<file path="config.mk">
export PLATFORM = sky130hd
export DESIGN_NAME = fwa_config_bank
export DESIGN_NICKNAME = d
export VERILOG_FILES = /design/src/rtl/fwa_pkg.sv /design/src/rtl/fwa_config_bank.sv
export VERILOG_INCLUDE_DIRS = /design/src /design/src/rtl
export SDC_FILE = /design/constraint.sdc
export NUM_CORES = 1
export LEC_CHECK = 0
export CORE_MARGIN = 2
export CORE_UTILIZATION = 55
export DETAILED_ROUTE_END_ITERATION = 8
export DONT_BUFFER_PORTS = 1
export PLACE_DENSITY = 0.76
export SYNTH_ARGS = -nofsm -noshare
export SYNTH_HDL_FRONTEND = slang
export SYNTH_SLANG_ARGS = --single-unit
</file>
<file path="constraint.sdc">
create_clock -name CLK -period 12.11 [get_ports CLK]
set_input_delay 1.211 -clock CLK [delete_from_list [all_inputs] [get_ports CLK]]
set_output_delay 1.211 -clock CLK [all_outputs]
set_load 0.05 [all_outputs]
</file>
<file path="src/rtl/fwa_defs.svh">
// offsets, field positions, reset values and codes for the field-weakening config bank
`ifndef FWA_DEFS_SVH
`define FWA_DEFS_SVH
`define FWA_IDX_ALGO2 10'h0A2
`define FWA_IDX_STATUS 10'h0A3
`define FWA_ALGO2_RST 32'h0000_0000
`define FWA_ALGO2_MASK 32'hFFFF_FFC0
`define FWA_PARITY_BIT 31
`define FWA_KP_HI 30
`define FWA_KP_LO 21
`define FWA_KI_HI 20
`define FWA_KI_LO 11
`define FWA_FW_EN_BIT 10
`define FWA_SLOW_HI 9
`define FWA_SLOW_LO 6
`define FWA_SLOW_MAX 4'hA
`define FWA_RESP_OKAY 2'h0
`define FWA_RESP_SLVERR 2'h2
`endif

</file>
<file path="src/rtl/fwa_pkg.sv">
// types shared by the field-weakening config bank
`default_nettype none
package fwa_pkg;
  // control mode, as the mode pins encode it
  typedef enum logic [1:0] {FWA_SPEED, FWA_POWER, FWA_TORQUE, FWA_DUTY} fwa_mode_t;
  // register image, msb first
  typedef struct packed {
    logic parity;
    logic [9:0] fw_prop_gain;
    logic [9:0] current_loop_int_gain;
    logic fw_enable;
    logic [3:0] closed_loop_slow_accel;
    logic [5:0] unused;
  } fwa_cfg_t;
  // decoded gains: kp times 10000, ki times 1000, both exact integers
  typedef struct packed {
    logic [17:0] kp_x10k;
    logic [21:0] ki_x1k;
  } fwa_gain_t;
endpackage : fwa_pkg
`default_nettype wire

</file>
<file path="src/rtl/fwa_config_bank.sv">
// field-weakening and slow-acceleration configuration register with AXI4-Lite access
`include "fwa_defs.svh"
`default_nettype none
module fwa_config_bank
  import fwa_pkg::*;
(
  // clock and reset
  input wire logic CLK,
  input wire logic SYS_RST,
  // axi4-lite write address and data
  input wire logic [11:0] S_AXI_AWADDR,
  input wire logic S_AXI_AWVALID,
  output logic S_AXI_AWREADY,
  input wire logic [31:0] S_AXI_WDATA,
  input wire logic [3:0] S_AXI_WSTRB,
  input wire logic S_AXI_WVALID,
  output logic S_AXI_WREADY,
  // axi4-lite write response
  output logic [1:0] S_AXI_BRESP,
  output logic S_AXI_BVALID,
  input wire logic S_AXI_BREADY,
  // axi4-lite read
  input wire logic [11:0] S_AXI_ARADDR,
  input wire logic S_AXI_ARVALID,
  output logic S_AXI_ARREADY,
  output logic [31:0] S_AXI_RDATA,
  output logic [1:0] S_AXI_RRESP,
  output logic S_AXI_RVALID,
  input wire logic S_AXI_RREADY,
  // motor-control status pins, asynchronous
  input wire logic [1:0] CTRL_MODE,
  input wire logic LIMIT_ACTIVE,
  // decoded configuration to the control loops
  output fwa_gain_t GAINS,
  output logic FW_ENABLE,
  output logic [10:0] SLOW_ACCEL_RATE,
  output logic SLOW_ACCEL_VALID,
  output logic ALIGN_ACCEL_ACTIVE,
  output logic LIMIT_RAMP_ACTIVE,
  output fwa_mode_t RATE_UNIT
);

  // ----------------------------------------------------------------
  // pin synchronisers
  // ----------------------------------------------------------------
  logic [2:0] sync_a;
  logic [2:0] sync_b;
  fwa_mode_t mode_s;
  logic lim_s;

  // two stages; only sync_b is read by logic
  always_ff @(posedge CLK) begin
    if (SYS_RST) begin
      sync_a <= 3'h0;
      sync_b <= 3'h0;
    end else begin
      sync_a <= {LIMIT_ACTIVE, CTRL_MODE};
      sync_b <= sync_a;
    end
  end
  assign mode_s = fwa_mode_t'(sync_b[1:0]);
  assign lim_s = sync_b[2];

  // ----------------------------------------------------------------
  // axi4-lite slave and register storage
  // ----------------------------------------------------------------
  fwa_cfg_t cfg, next_cfg;
  logic aw_held, next_aw_held;
  logic w_held, next_w_held;
  logic [9:0] aw_idx, next_aw_idx;
  logic [31:0] wdata, next_wdata;
  logic [3:0] wstrb, next_wstrb;
  logic bvalid, next_bvalid;
  logic [1:0] bresp, next_bresp;
  logic rvalid, next_rvalid;
  logic [1:0] rresp, next_rresp;
  logic [31:0] rdata, next_rdata;
  logic [31:0] merged;
  logic [9:0] ar_idx;
  logic [31:0] status_word;

  assign S_AXI_AWREADY = !aw_held && !bvalid;
  assign S_AXI_WREADY = !w_held && !bvalid;
  assign S_AXI_ARREADY = !rvalid;
  assign ar_idx = S_AXI_ARADDR[11:2];
  // live block state for software: mode, limit, code validity
  assign status_word = {28'h0000000, SLOW_ACCEL_VALID, lim_s, mode_s};

  // one write and one read in flight; response only after both halves
  always_comb begin
    next_cfg = cfg;
    next_aw_held = aw_held;
    next_w_held = w_held;
    next_aw_idx = aw_idx;
    next_wdata = wdata;
    next_wstrb = wstrb;
    next_bvalid = bvalid;
    next_bresp = bresp;
    next_rvalid = rvalid;
    next_rresp = rresp;
    next_rdata = rdata;
    merged = cfg;
    for (int i = 0; i < 4; i++) begin
      if (wstrb[i]) begin
        merged[i*8 +: 8] = wdata[i*8 +: 8];
      end
    end
    if (S_AXI_AWVALID && S_AXI_AWREADY) begin
      next_aw_held = 1'b1;
      next_aw_idx = S_AXI_AWADDR[11:2];
    end
    if (S_AXI_WVALID && S_AXI_WREADY) begin
      next_w_held = 1'b1;
      next_wdata = S_AXI_WDATA;
      next_wstrb = S_AXI_WSTRB;
    end
    if (aw_held && w_held && !bvalid) begin
      next_aw_held = 1'b0;
      next_w_held = 1'b0;
      next_bvalid = 1'b1;
      if (aw_idx == `FWA_IDX_ALGO2) begin
        // all fields writable, low bits out of scope
        next_cfg = fwa_cfg_t'(merged & `FWA_ALGO2_MASK);
        next_bresp = `FWA_RESP_OKAY;
      end else if (aw_idx == `FWA_IDX_STATUS) begin
        next_bresp = `FWA_RESP_OKAY; // status is read-only, write dropped
      end else begin
        next_bresp = `FWA_RESP_SLVERR;
      end
    end
    if (bvalid && S_AXI_BREADY) begin
      next_bvalid = 1'b0;
    end
    if (S_AXI_ARVALID && S_AXI_ARREADY) begin
      next_rvalid = 1'b1;
      next_rresp = `FWA_RESP_OKAY;
      if (ar_idx == `FWA_IDX_ALGO2) begin
        next_rdata = cfg;
      end else if (ar_idx == `FWA_IDX_STATUS) begin
        next_rdata = status_word;
      end else begin
        next_rdata = 32'h0000_0000;
        next_rresp = `FWA_RESP_SLVERR;
      end
    end else if (rvalid && S_AXI_RREADY) begin
      next_rvalid = 1'b0;
    end
  end

  // register and bus state cleared on reset
  always_ff @(posedge CLK) begin
    if (SYS_RST) begin
      cfg <= fwa_cfg_t'(`FWA_ALGO2_RST);
      aw_held <= 1'b0;
      w_held <= 1'b0;
      aw_idx <= 10'h000;
      wdata <= 32'h0000_0000;
      wstrb <= 4'h0;
      bvalid <= 1'b0;
      bresp <= 2'h0;
      rvalid <= 1'b0;
      rresp <= 2'h0;
      rdata <= 32'h0000_0000;
    end else begin
      cfg <= next_cfg;
      aw_held <= next_aw_held;
      w_held <= next_w_held;
      aw_idx <= next_aw_idx;
      wdata <= next_wdata;
      wstrb <= next_wstrb;
      bvalid <= next_bvalid;
      bresp <= next_bresp;
      rvalid <= next_rvalid;
      rresp <= next_rresp;
      rdata <= next_rdata;
    end
  end
  assign S_AXI_BVALID = bvalid;
  assign S_AXI_BRESP = bresp;
  assign S_AXI_RVALID = rvalid;
  assign S_AXI_RRESP = rresp;
  assign S_AXI_RDATA = rdata;

  // ----------------------------------------------------------------
  // decoders
  // ----------------------------------------------------------------
  fwa_gain_t next_gains;
  logic [10:0] next_rate;
  logic next_rate_valid;
  logic [7:0] kp_m, ki_m;

  assign kp_m = cfg.fw_prop_gain[7:0];
  assign ki_m = cfg.current_loop_int_gain[7:0];

  // scaled integers keep the decimal exponent exact, no fractions
  always_comb begin
    case (cfg.fw_prop_gain[9:8])
      2'h0: next_gains.kp_x10k = 18'(kp_m) * 18'h003E8;
      2'h1: next_gains.kp_x10k = 18'(kp_m) * 18'h00064;
      2'h2: next_gains.kp_x10k = 18'(kp_m) * 18'h0000A;
      default: next_gains.kp_x10k = 18'(kp_m);
    endcase
    case (cfg.current_loop_int_gain[9:8])
      2'h0: next_gains.ki_x1k = 22'(ki_m) * 22'h002710;
      2'h1: next_gains.ki_x1k = 22'(ki_m) * 22'h0003E8;
      2'h2: next_gains.ki_x1k = 22'(ki_m) * 22'h000064;
      default: next_gains.ki_x1k = 22'(ki_m) * 22'h00000A;
    endcase
    // rate in tenths of the mode's unit per second
    next_rate_valid = 1'b1;
    case (cfg.closed_loop_slow_accel)
      4'h0: next_rate = 11'h001;
      4'h1: next_rate = 11'h00A;
      4'h2: next_rate = 11'h014;
      4'h3: next_rate = 11'h01E;
      4'h4: next_rate = 11'h032;
      4'h5: next_rate = 11'h064;
      4'h6: next_rate = 11'h0C8;
      4'h7: next_rate = 11'h12C;
      4'h8: next_rate = 11'h190;
      4'h9: next_rate = 11'h1F4;
      4'hA: next_rate = 11'h3E8;
      default: begin
        next_rate = 11'h000; // codes above A are not decoded here
        next_rate_valid = 1'b0;
      end
    endcase
  end

  // decoded outputs come from flops, one cycle behind the register or the pin synchronisers
  always_ff @(posedge CLK) begin
    if (SYS_RST) begin
      GAINS <= '0;
      FW_ENABLE <= 1'b0;
      SLOW_ACCEL_RATE <= 11'h000;
      SLOW_ACCEL_VALID <= 1'b0;
      ALIGN_ACCEL_ACTIVE <= 1'b0;
      LIMIT_RAMP_ACTIVE <= 1'b0;
      RATE_UNIT <= FWA_SPEED;
    end else begin
      GAINS <= next_gains;
      FW_ENABLE <= cfg.fw_enable;
      SLOW_ACCEL_RATE <= next_rate;
      SLOW_ACCEL_VALID <= next_rate_valid;
      // alignment use only in speed mode
      ALIGN_ACCEL_ACTIVE <= (mode_s == FWA_SPEED);
      LIMIT_RAMP_ACTIVE <= lim_s;
      RATE_UNIT <= mode_s;
    end
  end

  // ----------------------------------------------------------------
  // checks
  // ----------------------------------------------------------------
  property p_kp_exp3;
    @(posedge CLK) disable iff (SYS_RST)
      (cfg.fw_prop_gain[9:8] == 2'h3) |=> (GAINS.kp_x10k == 18'($past(kp_m)));
  endproperty
  a_kp_exp3: assert property (p_kp_exp3) else $error("kp decode wrong at exponent 3");

  property p_ki_exp0;
    @(posedge CLK) disable iff (SYS_RST)
      (cfg.current_loop_int_gain[9:8] == 2'h0)
        |=> (GAINS.ki_x1k == 22'($past(ki_m)) * 22'h002710);
  endproperty
  a_ki_exp0: assert property (p_ki_exp0) else $error("ki decode wrong at exponent 0");

  property p_fw_en;
    @(posedge CLK) disable iff (SYS_RST)
      $rose(cfg.fw_enable) |=> FW_ENABLE;
  endproperty
  a_fw_en: assert property (p_fw_en) else $error("field weakening enable not applied");

  property p_reset_zero;
    @(posedge CLK) SYS_RST |=> (cfg == '0) && !FW_ENABLE && !S_AXI_BVALID;
  endproperty
  a_reset_zero: assert property (p_reset_zero) else $error("not zero after reset");

  property p_write_lands;
    @(posedge CLK) disable iff (SYS_RST)
      (aw_held && w_held && !bvalid && aw_idx == `FWA_IDX_ALGO2 && wstrb == 4'hF)
        |=> (cfg == ($past(wdata) & `FWA_ALGO2_MASK)) && S_AXI_BVALID;
  endproperty
  a_write_lands: assert property (p_write_lands) else $error("write did not land");

  property p_code0_rate;
    @(posedge CLK) disable iff (SYS_RST)
      (cfg.closed_loop_slow_accel == 4'h0) |=> (SLOW_ACCEL_RATE == 11'h001) && SLOW_ACCEL_VALID;
  endproperty
  a_code0_rate: assert property (p_code0_rate) else $error("code 0 rate wrong");

  property p_speed_align;
    @(posedge CLK) disable iff (SYS_RST)
      (mode_s != FWA_SPEED) |=> !ALIGN_ACCEL_ACTIVE;
  endproperty
  a_speed_align: assert property (p_speed_align) else $error("alignment in wrong mode");

  property p_limit_ramp;
    @(posedge CLK) disable iff (SYS_RST)
      lim_s ##1 lim_s |-> LIMIT_RAMP_ACTIVE && (RATE_UNIT == $past(mode_s));
  endproperty
  a_limit_ramp: assert property (p_limit_ramp) else $error("limit ramp not flagged");

  property p_unit_mode;
    @(posedge CLK) disable iff (SYS_RST)
      (mode_s == FWA_TORQUE) |=> (RATE_UNIT == FWA_TORQUE);
  endproperty
  a_unit_mode: assert property (p_unit_mode) else $error("rate unit not following mode");

  property p_ki_by_write;
    @(posedge CLK) disable iff (SYS_RST)
      $changed(cfg.current_loop_int_gain)
        |-> $past(aw_held && w_held && aw_idx == `FWA_IDX_ALGO2);
  endproperty
  a_ki_by_write: assert property (p_ki_by_write) else $error("ki changed without a write");

endmodule // fwa_config_bank
`default_nettype wire

</file>
== Word level (Yosys, flattened, before mapping) ==
Cells that the tools add are included.

* Register bits: 175
* Input bits: 70
* Output and inout bits: 98
* Word-level logic and storage cells: 90

* $mul: 7
* Equal/unequal tests: 18
* Multiplexer cells: 12
* Reduce and logical (&&, ||, !) cells: 25

{| class="wikitable"
|+ Operators with widths
! cell !! count
|-
| $pmux 10 s11 || 1
|-
| $pmux 22 s3 || 1
|-
| $pmux 18 s3 || 1
|-
| $eq 10x8->1 const B || 4
|-
| $mux 32 || 1
|-
| $mul 8x7->15 const B || 2
|-
| $mul 8x5->13 const B || 2
|-
| $mul 8x3->11 const B || 2
|-
| $mul 8x10->18 const B || 1
|-
| $eq 4x3->1 const B || 4
|-
| $eq 4x4->1 const B || 3
|-
| $reduce_and 3->1 || 4
|-
| $reduce_or 11->1 || 1
|-
| $logic_and 1x1->1 || 9
|-
| $eq 4x2->1 const B || 2
|-
| $mux 2 || 4
|-
| $logic_not 2->1 || 3
|-
| $eq 2x1->1 const B || 2
|-
| $eq 2x2->1 const B || 2
|-
| $eq 4x1->1 const B || 1
|-
| $logic_not 1->1 || 4
|-
| $logic_not 4->1 || 1
|-
| $mux 4 || 1
|-
| $reduce_or 2->1 || 2
|-
| other kinds (2) || 4
|}

== Longest topological paths before layout ==
* Depth after elaboration: 3
* Mapped depth: 15
* Depth with buffers taken out: 15

== Least setup slack after synthesis ==
OpenSTA, ideal clock, no wires.

* Kind: reg2reg
* Start point: register cfg[12] in the netlist's numbering
* End point: register GAINS[17] in the netlist's numbering
* Setup time: 0.135 ns
* Arrival: 4.261 ns
* Required time: 11.975 ns
* Slack: 7.714 ns
* Stages on the path, launching flop included: 16
* Path buffers: 0
* Period minus slack after synthesis: 4.396 ns
* Path through: dfxtp_1 -> inv_1 -> fa_1 -> fa_1 -> inv_1 -> fa_1 -> inv_1 -> fa_1 -> inv_1 -> ha_1 -> nor3_1 -> nor2_1 -> a32o_1 -> o211a_1 -> a2111oi_0 -> o22ai_1

* Longest elaborated chain between the ends: 2
* Elaborated cells on any way between the ends: 3
* Classes of those cells: mul: 2; mux: 1

{| class="wikitable"
|+ Ends and longest elaborated chain
! item !! line !! source
|-
| start, declared || fwa_config_bank.sv:67 || <nowiki>fwa_cfg_t cfg, next_cfg;</nowiki>
|-
| start signal, assigned || fwa_config_bank.sv:153 || <nowiki>cfg <= fwa_cfg_t'(`FWA_ALGO2_RST);</nowiki>
|-
| start signal, assigned || fwa_config_bank.sv:165 || <nowiki>cfg <= next_cfg;</nowiki>
|-
| $mul 8x10->18 / $mul 8x7->15 (equally long branches) || fwa_config_bank.sv:204, fwa_config_bank.sv:205 ||
|-
| $pmux 22 s3 * || fwa_config_bank.sv:203 || <nowiki>case (cfg.current_loop_int_gain[9:8])</nowiki>
|-
| end signal, assigned || fwa_config_bank.sv:241 || <nowiki>GAINS <= next_gains;</nowiki>
|-
| end, declared || fwa_config_bank.sv:34 || <nowiki>output fwa_gain_t GAINS,</nowiki>
|}

Mark *: on every way between the ends. The rest lies on a longest branch, timed or not.
A chain may end at the register's enable or synchronous reset.

== Final worst setup path ==
Same ends and word-level chain as after synthesis.

==> results.md <==
- Final GP Congestion: 0.879
- Drt drc: 0
- Synth top area share: 28.9%
- Filler cells: 1750
- Hold Buf Count CTS: 0
- FF+latch area: 0.00326 mm^2
- Kind of critical path: flip-flop to flip-flop
- I/O Pins: 168
- Max stage delay cell, worst path: dfxtp_1
- Yosys cell types: 63
- TNS Setup: 0 ns
- Yosys warnings: 0
- VDD IR max: 94.9 uV
- Placed Cells: 1466
- Clk_lat worst skew: 0.44 ns
- DR vias/cell: 5.67
- Relative slew slack: 23.5%
- Final Hold Vio Count: 0
- Routed WL per cell: 17.5 um
- Leakage Power: 6.00 nW
- Vias: 8491
- Largest net degree at the start of global routing: 155
- P_int: 0.856 mW
- CP max FO: 13
- Hold WC Path Type: flip-flop to flip-flop
- Number of synthesized flops with an enable pin: 0
- Post-Route Utilization: 59.7%
- RSZ-0062 raised after global routing: false
- Clock root cell: clkbuf_16
- Sequential fraction of the synthesis area: 28.9%
- Die width: 147 um
- Initial antenna violation count: 0
- Yosys top cell by area: dfxtp_1
- Non-filler cells, final: 1498
- Cell Area, Synth: 0.0113 mm^2
- Synth area leaders: dfxtp_1 (29%), ha_1 (19%), fa_1 (11%)
- Fin. max-slew vios: 0
- Vias in the first global route: 8192
- DP HPWL: 19400 um
- Crit share post-route: 43.8%
- Maxcap violations: 0
- Worst Setup Start Kind: flip-flop
- Max Root-Sink Buffers: 2
- Worst Setup End Kind: flip-flop
- Met3 usage: 5.84%
- Gr busiest metal: met2
- Share of power burned in registers: 48.2%
- P&R area growth vs syn: 6.77%
- Fmax: 189 MHz
- Yosys reg bits: 163
- Starting Density: 55.9%
- DRT Wirelength: 26200 um
- Post-route cell area: 0.0120 mm^2
- H-tree depth: 4
- DP Area: 0.0114 mm^2
- TritonRoute pass-1 iters: 5
- Post CTS Setup Buffer Count: 0
- Comb power frac: 3.4%
- Max stage delay on crit path: 0.76 ns
- Port Buf Inserts: 0
- Sw Pwr: 0.307 mW
- Clock Sinks: 163
- GRT overflow: 0
- CTS-repair resized insts: 0
- Antenna Nets Post-Route: 0
- Worst Skew: 0.0175 ns
- Final-report setup violation count: 0
- Row count: 52
- Post-synth top flop: dfxtp_1
- Share of layout cells above drive strength 1: 4.15%
- CTS Buf Count: 17
- Ant diodes: 0
- WP data arrival: 5.58 ns
- Cells after synthesis: 1237
- Clock share of power: 48.4%
- Core area: 0.0202 mm^2
- Die extent in y: 147 um
- FFs w/ async S/R, synth: 0%
- Outcome: finished, final reports clean
- Min cycle time layout: 5.30 ns
- Pwr Total: 1.16 mW
- Total track usage: 24.4%
- Final net count: 1517
- Met1 usage: 31.9%
- Met2 usage: 40.1%
- Crit path cell chain: inv_1 > fa_1 > fa_1 > inv_1 > fa_1 > inv_1 > fa_1 > inv_1 > ha_1 > nor3_1 > nor2_1 > a32o_1 > o211a_1 > a2111oi_0 > o22ai_1
- Multi-input gate area: 0.00729 mm^2
- Worst Tran Pin Value: 1.14 ns
- Reg clk slew, reported paths: 0.07 ns
- Full die area: 0.0217 mm^2
- WP data required: 12.39 ns
- Global-route wire length before repair: 42400 um
- Sw Share: 26.4%
- Syn avg cell area: 9.12 um^2
- DR iter-0 viols: 444
- Cell Pwr Density: 96.6 mW/mm^2
- CTS tree: built
stage by stage:
stage	hold WS [ns]	worst slack, ns
final	0.443	6.81
after global routing	0.455	6.59
after CTS	0.445	6.84
after detailed placement	0.433	7.04
after global placement	0.420	7.16
after floorplan	0.413	7.71
power by group through the flow:
stage,clock network (mW),logic (mW),registers [mW]
after floorplan,0,0.0412,0.571
after global placement,0,0.0385,0.573
after detailed placement,0,0.0393,0.573
after CTS,0.570,0.0397,0.561
after global routing,0.591,0.0442,0.562
final,0.563,0.0394,0.560
logic make-up (layout without fill, tap and decap cells):
| kind of cell | after synthesis | in the layout | synth area share [%] |
|---|---|---|---|
| flip-flops | 163 | 163 | 28.9 |
| adder cells (fa/ha/maj) | 232 | 232 | 29.8 |
| other | 1 | 6 | 0.0333 |
| AND/OR/NAND/NOR | 341 | 341 | 13.8 |
| AO/OA/AOI/OAI | 230 | 230 | 12.8 |
| XOR/XNOR | 46 | 46 | 3.57 |
| multiplexers | 40 | 40 | 4.45 |
| buffers and inverters | 184 | 170 | 6.55 |
synth_stat cells, types with 4 or more instances:
cell,instances
a21o_1,11
xnor2_1,28
a31oi_1,4
o22ai_1,5
fa_1,61
mux2i_1,31
a21oi_1,84
o21bai_1,4
nor2b_1,26
inv_1,134
or3_1,8
a22oi_1,30
o21a_1,7
ha_1,171
nand3_1,14
nor2_1,117
mux4_2,8
a211oi_1,16
clkbuf_1,36
dfxtp_1,163
xor2_1,18
o21ai_0,37
nor3_1,25
buf_4,12
nand2b_1,17
nand2_1,108
layout by cell type (no fill, tap or decap), drive strengths merged, types with 28 or more instances in the layout:
cell / synthesis / layout
mux2i: 31 / 31
a22oi: 30 / 30
nor2: 118 / 118
inv: 134 / 141
a21oi: 84 / 84
nand2: 108 / 108
o21ai: 38 / 38
xnor2: 28 / 28
dfxtp: 163 / 163
ha: 171 / 171
fa: 61 / 61
worst max-delay path, delay by kind of cell, from the launching register on:
kind / cells / cell delay [ns]
adder cells (fa/ha/maj): 5 / 2.45
flip-flops: 1 / 0.76
AND/OR/NAND/NOR: 2 / 0.35
AO/OA/AOI/OAI: 4 / 1.17
buffers and inverters: 4 / 0.40
flip-flops by register name, summed over array words and instances, names as in the netlist, 2 cells and up:
register and cells:
GAINS 39, RATE_UNIT 2, SLOW_ACCEL_RATE 10, S_AXI_RDATA 30, aw_idx 10, cfg 26
sync_a 3, sync_b 3, wdata 26, wstrb 4
path summary, 6_finish.rpt:
kind,end,cells past startpoint,slack [ns],start
setup / recovery,GAINS[17],15,6.81,cfg[12]
hold / removal,ALIGN_ACCEL_ACTIVE,1,0.44,sync_b[0]
setup reg to reg,GAINS[17],15,6.81,cfg[12]
hold reg to reg,ALIGN_ACCEL_ACTIVE,1,0.44,sync_b[0]
metal layers:
| metal | part of all wire, % | up-vias | routed length [um] |
|---|---|---|---|
| li1 | - | 4155 | - |
| met1 | 44 | 4064 | 11600 |
| met2 | 48 | 227 | 12600 |
| met3 | 5.7 | 45 | 1510 |
| met4 | 2.0 | 0 | 519 |
| met5 | 0 | - | 0 |
cell type report:
| type | count | area share, % |
|---|---|---|
| clock buffer | 18 | 3.56 |
| clock inverter | 14 | 1.52 |
| inverter | 134 | 4.18 |
| tap | 270 | 2.81 |
| sequential | 163 | 27.1 |
| timing repair buffer | 4 | 0.249 |
| multi-input combinational | 895 | 60.6 |
(Power assumes the default switching activity.)
